`config.mk`:
```
export PLATFORM = sky130hd
export DESIGN_NAME = fsp_host
export DESIGN_NICKNAME = d
export VERILOG_FILES = /design/src/logic/fsp_spare_unused.sv /design/src/logic/fsp_pkg.sv /design/src/logic/fsp_bus_cycle.sv /design/src/logic/fsp_host.sv
export VERILOG_INCLUDE_DIRS = /design/src /design/src/logic
export SDC_FILE = /design/constraint.sdc
export NUM_CORES = 1
export LEC_CHECK = 0
export BUFFER_PORTS_ARGS = -buffer_cell sky130_fd_sc_hd__buf_4
export CAP_MARGIN = 30
export CORE_UTILIZATION = 55
export CTS_CLUSTER_DIAMETER = 150
export DETAILED_ROUTE_END_ITERATION = 10
export PLACE_DENSITY = 0.77
export SYNTH_ARGS = -nofsm -noshare
export SYNTH_HDL_FRONTEND = slang
export SYNTH_SLANG_ARGS = --single-unit
```
`constraint.sdc`:
```
create_clock -name mclk -period 3.55 [get_ports mclk]
set_input_delay 1.065 -clock mclk [delete_from_list [all_inputs] [get_ports mclk]]
set_output_delay 1.065 -clock mclk [all_outputs]
set_load 0.03 [all_outputs]
```
`src/logic/fsp_cfg.svh`:
```
// constants for the flash status polling host controller
`ifndef FSP_CFG_SVH
`define FSP_CFG_SVH

// ==================================================================
// widths and timing
`define FSP_DW          16
`define FSP_AW          26
`define FSP_LINE_SHIFT  4
`define FSP_CLK_NS      100
`define FSP_T_RD_NS     100
`define FSP_T_WP_NS     100
`define FSP_T_RECOV_NS  2000
`define FSP_SYNC_CYC    2
`define FSP_RD_CYC      ((`FSP_T_RD_NS + `FSP_CLK_NS - 1) / `FSP_CLK_NS)
`define FSP_WP_CYC      ((`FSP_T_WP_NS + `FSP_CLK_NS - 1) / `FSP_CLK_NS)
`define FSP_RECOV_CYC   ((`FSP_T_RECOV_NS + `FSP_CLK_NS - 1) / `FSP_CLK_NS)

// ==================================================================
// status word bits and mask of defined bits
`define FSP_DQ_TOGGLE   6
`define FSP_DQ_TIMEOUT  5
`define FSP_DQ_ERASE    3
`define FSP_DQ_ABORT    1
`define FSP_STAT_MASK   16'h00EE

// ==================================================================
// register byte offsets and control fields
`define FSP_OFS_CTRL    8'h00
`define FSP_OFS_ADDR    8'h04
`define FSP_OFS_WDATA   8'h08
`define FSP_OFS_STAT    8'h0C
`define FSP_OFS_RDATA   8'h10
`define FSP_OFS_RSTCMD  8'h14
`define FSP_OFS_SUSP    8'h18
`define FSP_CTRL_GO     0
`define FSP_CTRL_OP_HI  3
`define FSP_CTRL_OP_LO  1
`define FSP_SUSP_VALID  31

`endif

```
`src/logic/fsp_spare_unused.sv`:
```
// spare design file; the block needs no third module, so this holds no logic
`timescale 1ns/10ps

```
`src/logic/fsp_pkg.sv`:
```
// types shared by the flash status polling host controller
package fsp_pkg;
  typedef enum logic [2:0] {OP_WRITE, OP_READ, OP_POLL, OP_ERASE_CHK} fsp_op_e;
  typedef enum logic [2:0] {RES_NONE, RES_PASS, RES_BUSY, RES_TIMEOUT,
                            RES_ABORT, RES_NOT_ACCEPTED, RES_REFUSED} fsp_res_e;
  typedef enum logic [2:0] {H_IDLE, H_CYCLE, H_RD1, H_RD2, H_RD3, H_RST, H_RECOV} fsp_hst_e;
  typedef enum logic [1:0] {B_IDLE, B_SETUP, B_ACT, B_END} fsp_bus_e;
endpackage : fsp_pkg

```
`src/logic/fsp_bus_cycle.sv`:
```
// one asynchronous flash read or write cycle, strobes paced from mclk
`timescale 1ns/10ps
`include "fsp_cfg.svh"
module fsp_bus_cycle
  import fsp_pkg::*;
(
  // clock and reset
  input  wire logic               mclk,
  input  wire logic               reset,
  // request from the sequencer
  input  wire logic               req,
  input  wire logic               wr,
  input  wire logic [`FSP_AW-1:0] addr,
  input  wire logic [`FSP_DW-1:0] wdata,
  output logic                    done,
  output logic      [`FSP_DW-1:0] rdata,
  // flash pins
  output logic                    ce_n,
  output logic                    oe_n,
  output logic                    we_n,
  output logic      [`FSP_AW-1:0] faddr,
  output logic      [`FSP_DW-1:0] dq_o,
  output logic                    dq_oe_n,
  input  wire logic [`FSP_DW-1:0] dq_i
);
  fsp_bus_e           st_r, st_nxt;
  logic [7:0]         cnt_r, cnt_nxt;
  logic               wr_r, wr_nxt;
  logic               ce_n_nxt, oe_n_nxt, we_n_nxt, dq_oe_n_nxt, done_nxt;
  logic [`FSP_AW-1:0] faddr_nxt;
  logic [`FSP_DW-1:0] dq_o_nxt, rdata_nxt;
  logic [`FSP_DW-1:0] dq_s1_r, dq_s2_r;

  // ==================================================================
  // cycle sequencing; after a read the END state keeps every strobe high for a cycle so
  // two successive reads are always two distinct output-enable pulses
  always_comb
  begin
    st_nxt      = st_r;
    cnt_nxt     = cnt_r;
    wr_nxt      = wr_r;
    ce_n_nxt    = ce_n;
    oe_n_nxt    = oe_n;
    we_n_nxt    = we_n;
    dq_oe_n_nxt = dq_oe_n;
    faddr_nxt   = faddr;
    dq_o_nxt    = dq_o;
    rdata_nxt   = rdata;
    done_nxt    = 1'b0;
    case (st_r)
      B_IDLE:
      begin
        if (req)
        begin
          st_nxt      = B_SETUP;
          wr_nxt      = wr;
          faddr_nxt   = addr;
          dq_o_nxt    = wdata;
          ce_n_nxt    = 1'b0;
          dq_oe_n_nxt = ~wr;
        end
      end
      B_SETUP:
      begin
        st_nxt   = B_ACT;
        oe_n_nxt = wr_r;
        we_n_nxt = ~wr_r;
        // reads wait the access time plus the synchroniser latency
        cnt_nxt  = wr_r ? 8'(`FSP_WP_CYC) : 8'(`FSP_RD_CYC + `FSP_SYNC_CYC);
      end
      B_ACT:
      begin
        if (cnt_r == 8'h01)
        begin
          st_nxt   = B_END;
          done_nxt = 1'b1;
          we_n_nxt = 1'b1;
          oe_n_nxt = 1'b1;
          if (!wr_r)
          begin
            rdata_nxt = dq_s2_r;
            ce_n_nxt  = 1'b1;
          end
        end
        else
        begin
          cnt_nxt = cnt_r - 8'h01;
        end
      end
      B_END:
      begin
        st_nxt      = B_IDLE;
        ce_n_nxt    = 1'b1;
        dq_oe_n_nxt = 1'b1;   // data held one cycle past the write strobe rise
      end
      default:
      begin
        st_nxt = B_IDLE;
      end
    endcase
  end

  // ==================================================================
  // pin data enters through two flops before it is captured
  always_ff @(posedge mclk)
  begin
    dq_s1_r <= dq_i;
    dq_s2_r <= dq_s1_r;
  end

  // state and pin flops
  always_ff @(posedge mclk)
  begin
    if (reset)
    begin
      st_r    <= B_IDLE;
      cnt_r   <= 8'h00;
      wr_r    <= 1'b0;
      ce_n    <= 1'b1;
      oe_n    <= 1'b1;
      we_n    <= 1'b1;
      dq_oe_n <= 1'b1;
      faddr   <= '0;
      dq_o    <= '0;
      rdata   <= '0;
      done    <= 1'b0;
    end
    else
    begin
      st_r    <= st_nxt;
      cnt_r   <= cnt_nxt;
      wr_r    <= wr_nxt;
      ce_n    <= ce_n_nxt;
      oe_n    <= oe_n_nxt;
      we_n    <= we_n_nxt;
      dq_oe_n <= dq_oe_n_nxt;
      faddr   <= faddr_nxt;
      dq_o    <= dq_o_nxt;
      rdata   <= rdata_nxt;
      done    <= done_nxt;
    end
  end
endmodule : fsp_bus_cycle

```
`src/logic/fsp_host.sv`:
```
// flash status polling host: apb registers, toggle polling sequencer, flash pins
//
// The register offsets and register access over APB were left to the implementer.
`timescale 1ns/10ps
`include "fsp_cfg.svh"
module fsp_host
  import fsp_pkg::*;
(
  // clock and reset
  input  wire logic               mclk,
  input  wire logic               reset,
  // apb slave
  input  wire logic               psel,
  input  wire logic               penable,
  input  wire logic               pwrite,
  input  wire logic [7:0]         paddr,
  input  wire logic [31:0]        pwdata,
  output logic      [31:0]        prdata,
  output logic                    pready,
  output logic                    pslverr,
  // flash pins
  output logic                    flash_ce_n,
  output logic                    flash_oe_n,
  output logic                    flash_we_n,
  output logic      [`FSP_AW-1:0] flash_addr,
  output logic      [`FSP_DW-1:0] flash_dq_o,
  output logic                    flash_dq_oe_n,
  input  wire logic [`FSP_DW-1:0] flash_dq_i,
  input  wire logic               ready_busy_output
);
  localparam int RECOV_CYC = `FSP_RECOV_CYC;
  fsp_hst_e           st_r, st_nxt;
  fsp_op_e            op_r;
  fsp_res_e           res_r, res_nxt;
  logic [`FSP_AW-1:0] addr_r, susp_addr_r;
  logic [`FSP_DW-1:0] wdata_r, rstcmd_r, rdata_r, rdata_nxt, stat_r, stat_nxt;
  logic [`FSP_DW-1:0] prev_r, prev_nxt, bus_rdata, bus_wdata;
  logic               susp_valid_r, erase_begun_r, erase_begun_nxt;
  logic [7:0]         cnt_r, cnt_nxt;
  logic               issue_r, issue_nxt, wr_r, wr_nxt, bus_done;
  logic               rb_s1_r, rb_s2_r;
  logic [2:0]         rd_cnt_r;

  // ==================================================================
  // apb decode; answer one cycle into the access phase
  wire apb_acc   = psel & penable & ~pready;
  wire apb_take  = psel & penable & pready;
  wire apb_wr    = apb_take & pwrite;
  wire idle      = (st_r == H_IDLE);
  wire hit_ctrl  = (paddr == `FSP_OFS_CTRL);
  wire hit_addr  = (paddr == `FSP_OFS_ADDR);
  wire hit_wdata = (paddr == `FSP_OFS_WDATA);
  wire hit_stat  = (paddr == `FSP_OFS_STAT);
  wire hit_rdata = (paddr == `FSP_OFS_RDATA);
  wire hit_rst   = (paddr == `FSP_OFS_RSTCMD);
  wire hit_susp  = (paddr == `FSP_OFS_SUSP);
  wire hit_any   = hit_ctrl | hit_addr | hit_wdata | hit_stat | hit_rdata | hit_rst | hit_susp;
  wire launch    = apb_wr & hit_ctrl & pwdata[`FSP_CTRL_GO] & idle;
  wire fsp_op_e  launch_op = fsp_op_e'(pwdata[`FSP_CTRL_OP_HI:`FSP_CTRL_OP_LO]);
  // status word view and read mux
  wire [31:0] stat_word = {8'h00, stat_r, 2'h0, rb_s2_r, erase_begun_r, res_r, ~idle};
  wire [31:0] rd_mux    = hit_ctrl  ? {29'h0, op_r} :
                          hit_addr  ? {6'h00, addr_r} :
                          hit_wdata ? {16'h0000, wdata_r} :
                          hit_stat  ? stat_word :
                          hit_rdata ? {16'h0000, rdata_r} :
                          hit_rst   ? {16'h0000, rstcmd_r} :
                          hit_susp  ? {susp_valid_r, 5'h00, susp_addr_r} : 32'h0000_0000;
  // poll decisions on the word just read against the one before
  wire toggling = bus_rdata[`FSP_DQ_TOGGLE] ^ prev_r[`FSP_DQ_TOGGLE];
  wire in_susp  = susp_valid_r &
                  (addr_r[`FSP_AW-1:`FSP_LINE_SHIFT] == susp_addr_r[`FSP_AW-1:`FSP_LINE_SHIFT]);
  // states that run a flash cycle
  function automatic logic cyc_state(input fsp_hst_e s);
    cyc_state = (s == H_CYCLE) | (s == H_RD1) | (s == H_RD2) | (s == H_RD3) | (s == H_RST);
  endfunction : cyc_state

  // ==================================================================
  // sequencer: single cycles, toggle polling, timeout reset and recovery
  always_comb
  begin
    st_nxt          = st_r;
    res_nxt         = res_r;
    rdata_nxt       = rdata_r;
    stat_nxt        = stat_r;
    prev_nxt        = prev_r;
    erase_begun_nxt = erase_begun_r;
    cnt_nxt         = cnt_r;
    case (st_r)
      H_IDLE:
      begin
        if (launch)
        begin
          res_nxt = RES_NONE;
          if (launch_op == OP_WRITE)
            st_nxt = H_CYCLE;
          else if (in_susp)
            res_nxt = RES_REFUSED;
          else if (launch_op == OP_READ)
            st_nxt = H_CYCLE;
          else
          begin
            st_nxt          = H_RD1;
            erase_begun_nxt = 1'b0;
          end
        end
      end
      H_CYCLE:
      begin
        if (bus_done)
        begin
          st_nxt  = H_IDLE;
          res_nxt = RES_PASS;
          if (op_r == OP_READ)
            rdata_nxt = bus_rdata;
        end
      end
      H_RD1:
      begin
        if (bus_done)
        begin
          st_nxt   = H_RD2;
          prev_nxt = bus_rdata;
        end
      end
      H_RD2:
      begin
        if (bus_done)
        begin
          st_nxt   = H_IDLE;
          prev_nxt = bus_rdata;
          stat_nxt = bus_rdata & `FSP_STAT_MASK;
          if (op_r == OP_ERASE_CHK)
          begin
            // only a toggling word proves the erase command was taken
            res_nxt         = toggling ? RES_BUSY : RES_NOT_ACCEPTED;
            erase_begun_nxt = toggling & bus_rdata[`FSP_DQ_ERASE];
          end
          else if (!toggling)
            res_nxt = RES_PASS;
          else if (bus_rdata[`FSP_DQ_ABORT])
            res_nxt = RES_ABORT;
          else if (bus_rdata[`FSP_DQ_TIMEOUT])
            st_nxt = H_RD3;
          else
            res_nxt = RES_BUSY;
        end
      end
      H_RD3:
      begin
        if (bus_done)
        begin
          stat_nxt = bus_rdata & `FSP_STAT_MASK;
          // toggling may have stopped just as the timeout bit rose
          st_nxt   = toggling ? H_RST : H_IDLE;
          res_nxt  = toggling ? res_r : RES_PASS;
        end
      end
      H_RST:
      begin
        if (bus_done)
        begin
          st_nxt  = H_RECOV;
          cnt_nxt = 8'(`FSP_RECOV_CYC);
        end
      end
      H_RECOV:
      begin
        // the part may still look busy for a while after the reset write
        if (cnt_r == 8'h01)
        begin
          st_nxt  = H_IDLE;
          res_nxt = RES_TIMEOUT;
        end
        else
          cnt_nxt = cnt_r - 8'h01;
      end
      default:
      begin
        st_nxt = H_IDLE;
      end
    endcase
  end

  // a cycle request goes out on entry to, or on completion within, a cycle state
  always_comb
  begin
    issue_nxt = cyc_state(st_nxt) & (idle | bus_done);
    wr_nxt    = (st_nxt == H_RST) | ((st_nxt == H_CYCLE) & (op_r == OP_WRITE));
    if (idle & launch)
      wr_nxt = (launch_op == OP_WRITE);
  end
  // reset command goes to the poll address, which stays valid for the operation
  assign bus_wdata = (st_r == H_RST || st_nxt == H_RST) ? rstcmd_r : wdata_r;
  // ==================================================================
  // sequencer flops
  always_ff @(posedge mclk)
  begin
    if (reset)
    begin
      st_r          <= H_IDLE;
      res_r         <= RES_NONE;
      rdata_r       <= '0;
      stat_r        <= '0;
      prev_r        <= '0;
      erase_begun_r <= 1'b0;
      cnt_r         <= 8'h00;
      issue_r       <= 1'b0;
      wr_r          <= 1'b0;
    end
    else
    begin
      st_r          <= st_nxt;
      res_r         <= res_nxt;
      rdata_r       <= rdata_nxt;
      stat_r        <= stat_nxt;
      prev_r        <= prev_nxt;
      erase_begun_r <= erase_begun_nxt;
      cnt_r         <= cnt_nxt;
      issue_r       <= issue_nxt;
      wr_r          <= wr_nxt;
    end
  end

  // software registers; address and data are frozen while an operation runs
  always_ff @(posedge mclk)
  begin
    if (reset)
    begin
      op_r         <= OP_WRITE;
      addr_r       <= '0;
      wdata_r      <= '0;
      rstcmd_r     <= '0;
      susp_addr_r  <= '0;
      susp_valid_r <= 1'b0;
    end
    else if (apb_wr & idle)
    begin
      if (launch)
        op_r <= launch_op;
      if (hit_addr)
        addr_r <= pwdata[`FSP_AW-1:0];
      if (hit_wdata)
        wdata_r <= pwdata[`FSP_DW-1:0];
      if (hit_rst)
        rstcmd_r <= pwdata[`FSP_DW-1:0];
      if (hit_susp)
      begin
        susp_addr_r  <= pwdata[`FSP_AW-1:0];
        susp_valid_r <= pwdata[`FSP_SUSP_VALID];
      end
    end
  end

  // apb answer flops
  always_ff @(posedge mclk)
  begin
    if (reset)
    begin
      pready  <= 1'b0;
      pslverr <= 1'b0;
      prdata  <= 32'h0000_0000;
    end
    else
    begin
      pready  <= apb_acc;
      pslverr <= apb_acc & ~hit_any;
      prdata  <= (apb_acc & ~pwrite) ? rd_mux : 32'h0000_0000;
    end
  end

  // ready/busy pin is only reported, after two flops
  always_ff @(posedge mclk)
  begin
    rb_s1_r <= ready_busy_output;
    rb_s2_r <= rb_s1_r;
  end

  // ==================================================================
  // flash cycle engine
  fsp_bus_cycle u_cycle (
    .mclk    (mclk),
    .reset   (reset),
    .req     (issue_r),
    .wr      (wr_r),
    .addr    (addr_r),
    .wdata   (bus_wdata),
    .done    (bus_done),
    .rdata   (bus_rdata),
    .ce_n    (flash_ce_n),
    .oe_n    (flash_oe_n),
    .we_n    (flash_we_n),
    .faddr   (flash_addr),
    .dq_o    (flash_dq_o),
    .dq_oe_n (flash_dq_oe_n),
    .dq_i    (flash_dq_i)
  );

  // ==================================================================
  // checks; reads counted since the last launch of any operation
  always_ff @(posedge mclk)
  begin
    if (reset | launch)
      rd_cnt_r <= 3'h0;
    else if (bus_done & ~wr_r & (rd_cnt_r != 3'h7))
      rd_cnt_r <= rd_cnt_r + 3'h1;
  end
endmodule : fsp_host

```
==> results.toml <==
[setup_path]
cp_top_family = "simple AND/OR/NAND/NOR gates"
cp.buffers_inverters = 3
crit_path_end_kind = "flop"
worstSetupPathType = "in2reg"
crit_arrival_ns = 3.30
worstPathRequired_ns = 3.99
path_cells = "buf_4 > or4_1 > or2_1 > buf_4 > nor4_4 > and2_1 > buf_4 > nand2_1 > a21oi_1"
path_common_cell = "buf_4"
cp-start-kind = "input port"
slowest_stage = "or4_1"
worstPathMaxFanout = 8
max_stage_delay_ns = 0.61

[yosys]
synthMuxAreaShare_pct = 6.86
synth-edff-count = 0
synth_xor_area_share_pct = 2.83
ys_ff_latch = 265
synth_cell_type_count = 58
async_reset_ff_share_pct = 0
ys_seq_area_share_pct = 50.4
synth_top_family_by_area = "simple AND/OR/NAND/NOR gates"
synthCells = 1230
synth_compound_area_share_pct = 14.5
synth-adder-area-share_pct = 0.952
synth_ff_type = "dfxtp_1"
syn_avg_cell_area_um2 = 8.55
synth_simple_gate_area_share_pct = 20.1
netlist_area_um2 = 10500
ys_warn_count = 0

[cells_and_area]
n_fill_cell = 1499
regArea_um2 = 5310
most-common-layout-cells = "nand2_1, dfxtp_1, a21oi_1"
fin_cells = 1593
syn2layout_area_growth_pct = 19.9
drive_above_1_share_pct = 16.9
layout_commonest_cell = "nand2_1"
nets = 1409
multi_input_area_um2 = 4770
final_util_pct = 67.4
antenna-diode-count = 0

[timing]
rsz0062_at_grt = "no"
finalClockSkew_ns = 0.0157
hold_viol = 0
finalSetupTns_ns = 0
fmax_mhz = 350
maxSlewHeadroom_pct = 37.4
drv_slew = 0
final-setup-viol-count = 0
timing.final.crit_share_pct = 80.6
fin_crit_ns = 2.86
worst_pin_slew_ns = 0.937

[clock_tree]
cts_made_buffers = 27
clkTransAtPathRegs_ns = 0.06
max-clock-path-buffers = 3
insertion_delay_ns = 0.53
cts_hold_buf = 0
post_cts_buffers = 0
clock-sinks = 265
clockRootBuffer = "clkbuf_16"
cts.htree.levels = 1
post_cts_resized = 0
cts_tree = "done"

[drt]
routed_wl_mm = 27.1
vias = 8991
ant_nets = 0
drc = 0
first_iter_violations = 674
drtPass1Iterations = 5
vias_per_cell = 5.64
wire_per_inst_um = 17.0

[power_and_ir_drop]
power_density_nw_per_um2 = 528
leakage_nw = 4.83
peakVddDrop_v = 0.000481

[place]
place_hpwl_mm = 18.7
portBuffers = 131
place_congestion = 0.921
placedCellCount = 1544

[floorplan]
coreArea_um2 = 18700
ioPinCount = 142
row_count = 50
die_h_um = 140
initial_utilization_pct = 56.2
die_w_um = 140
die_area_um2 = 19700

[outcome]
status = "completed"

[global_routing]
grt_pass1_vias = 8247
grt_max_degree = 171
track_usage_pct = 27.5
antenna_found_initial = 0
grt_pass1_wl_mm = 43.2
overflow = 0

[hold_path]
hold_path.class = "reg2reg"

[flow_run]
cap_violations = 0
-- per-layer routing --
metal | track usage [%] | part of all wire, % | wire, um
met1 | 37.4 | 44 | 12000
met2 | 44.0 | 46 | 12400
met3 | 3.38 | 5.5 | 1510
met4 | 12.0 | 4.4 | 1200
met5 | 0 | 0 | 0
-- worst reg2reg max path, stage by stage (launching register included) --
cell and delay, ns:
dfxtp_1 0.34, or4_1 0.59, nor4_1 0.42, nor2_1 0.21
a2111o_1 0.46, a21oi_1 0.21, a221oi_1 0.12
-- registers in the layout, indices dropped and copies added, names as in the netlist, 2 cells and up --
name	flops
addr_r	26
cnt_r	8
op_r	3
prdata	27
rdata_r	16
res_r	3
rstcmd_r	16
st_r	3
stat_r	6
susp_addr_r	26
u_cycle.cnt_r	8
u_cycle.dq_o	16
u_cycle.dq_s1_r	16
u_cycle.dq_s2_r	16
u_cycle.faddr	26
u_cycle.rdata	16
u_cycle.st_r	2
wdata_r	16
-- worst paths after layout --
path	from	end	slack (ns)	cells past startpoint
max reg2reg	cnt_r[3]	res_r[1]	1.04	6
min	u_cycle.dq_s1_r[13]	u_cycle.dq_s2_r[13]	0.33	0
min reg2reg	u_cycle.dq_s1_r[13]	u_cycle.dq_s2_r[13]	0.33	0
max	paddr[1]	wdata_r[13]	0.69	9
-- final cells by class --
type | count | share of cell area [%]
multi-input cells | 862 | 37.8
clock buffers | 38 | 6.16
clock inverters | 11 | 1.09
flip-flops and latches | 265 | 42.1
inverters | 22 | 0.655
repair buffers | 161 | 9.91
well taps | 234 | 2.32
-- kinds of logic after synthesis --
family / Yosys count
multiplexers: 71
XOR/XNOR: 34
flip-flops: 265
adder cells (fa/ha/maj): 8
buffers and inverters: 107
other: 1
AO/OA/AOI/OAI: 257
AND/OR/NAND/NOR: 487
-- where the power goes --
group / total (mW) / internal (mW) / switching [mW] / leakage [nW]
combinational: 0.648 / 0.244 / 0.404 / 2.24
clock: 2.89 / 1.74 / 1.15 / 0.444
sequential: 3.12 / 3.07 / 0.0566 / 2.15
total: 6.66 / 5.05 / 1.61 / 4.83
-- synthesized netlist by cell type (3+ instances only) --
cell	number	area share, %
a221oi_1	12	1.0
nand2_1	267	9.5
buf_4	10	0.71
a211oi_1	32	2.3
buf_2	10	0.48
nor3_1	23	1.1
o21ai_0	13	0.62
nand2b_1	4	0.24
nor2_1	120	4.3
nand3b_1	7	0.50
nor4_1	6	0.36
and2_1	5	0.30
mux2i_1	62	5.9
ha_1	8	0.95
dfxtp_1	265	50
o22ai_1	3	0.18
xor2_1	24	2.0
o21a_1	4	0.29
or4_1	4	0.29
inv_1	21	0.75
a31oi_1	6	0.36
and3_1	5	0.30
buf_1	6	0.21
a21oi_1	159	7.6
clkbuf_1	58	2.1
a22oi_1	13	0.93
mux2_2	9	0.96
nand3_1	16	0.76
xnor2_1	10	0.83
or2_2	5	0.30
nor2b_1	4	0.24
nand4_1	5	0.30
-- through the flow --
stage          setup WS [ns]  hold slack, ns  power, mW  instance area, um2
3_5_place_dp           0.184           0.312       3.83               11700
4_1_cts                0.716           0.327       6.68               12600
3_3_place_gp           0.255           0.312       3.80               11700
5_1_grt                0.465           0.335       6.88               12600
6_report               0.689           0.327       6.66               12600
2_1_floorplan          0.556           0.310       3.61               10500
(Power assumes the default switching activity.)
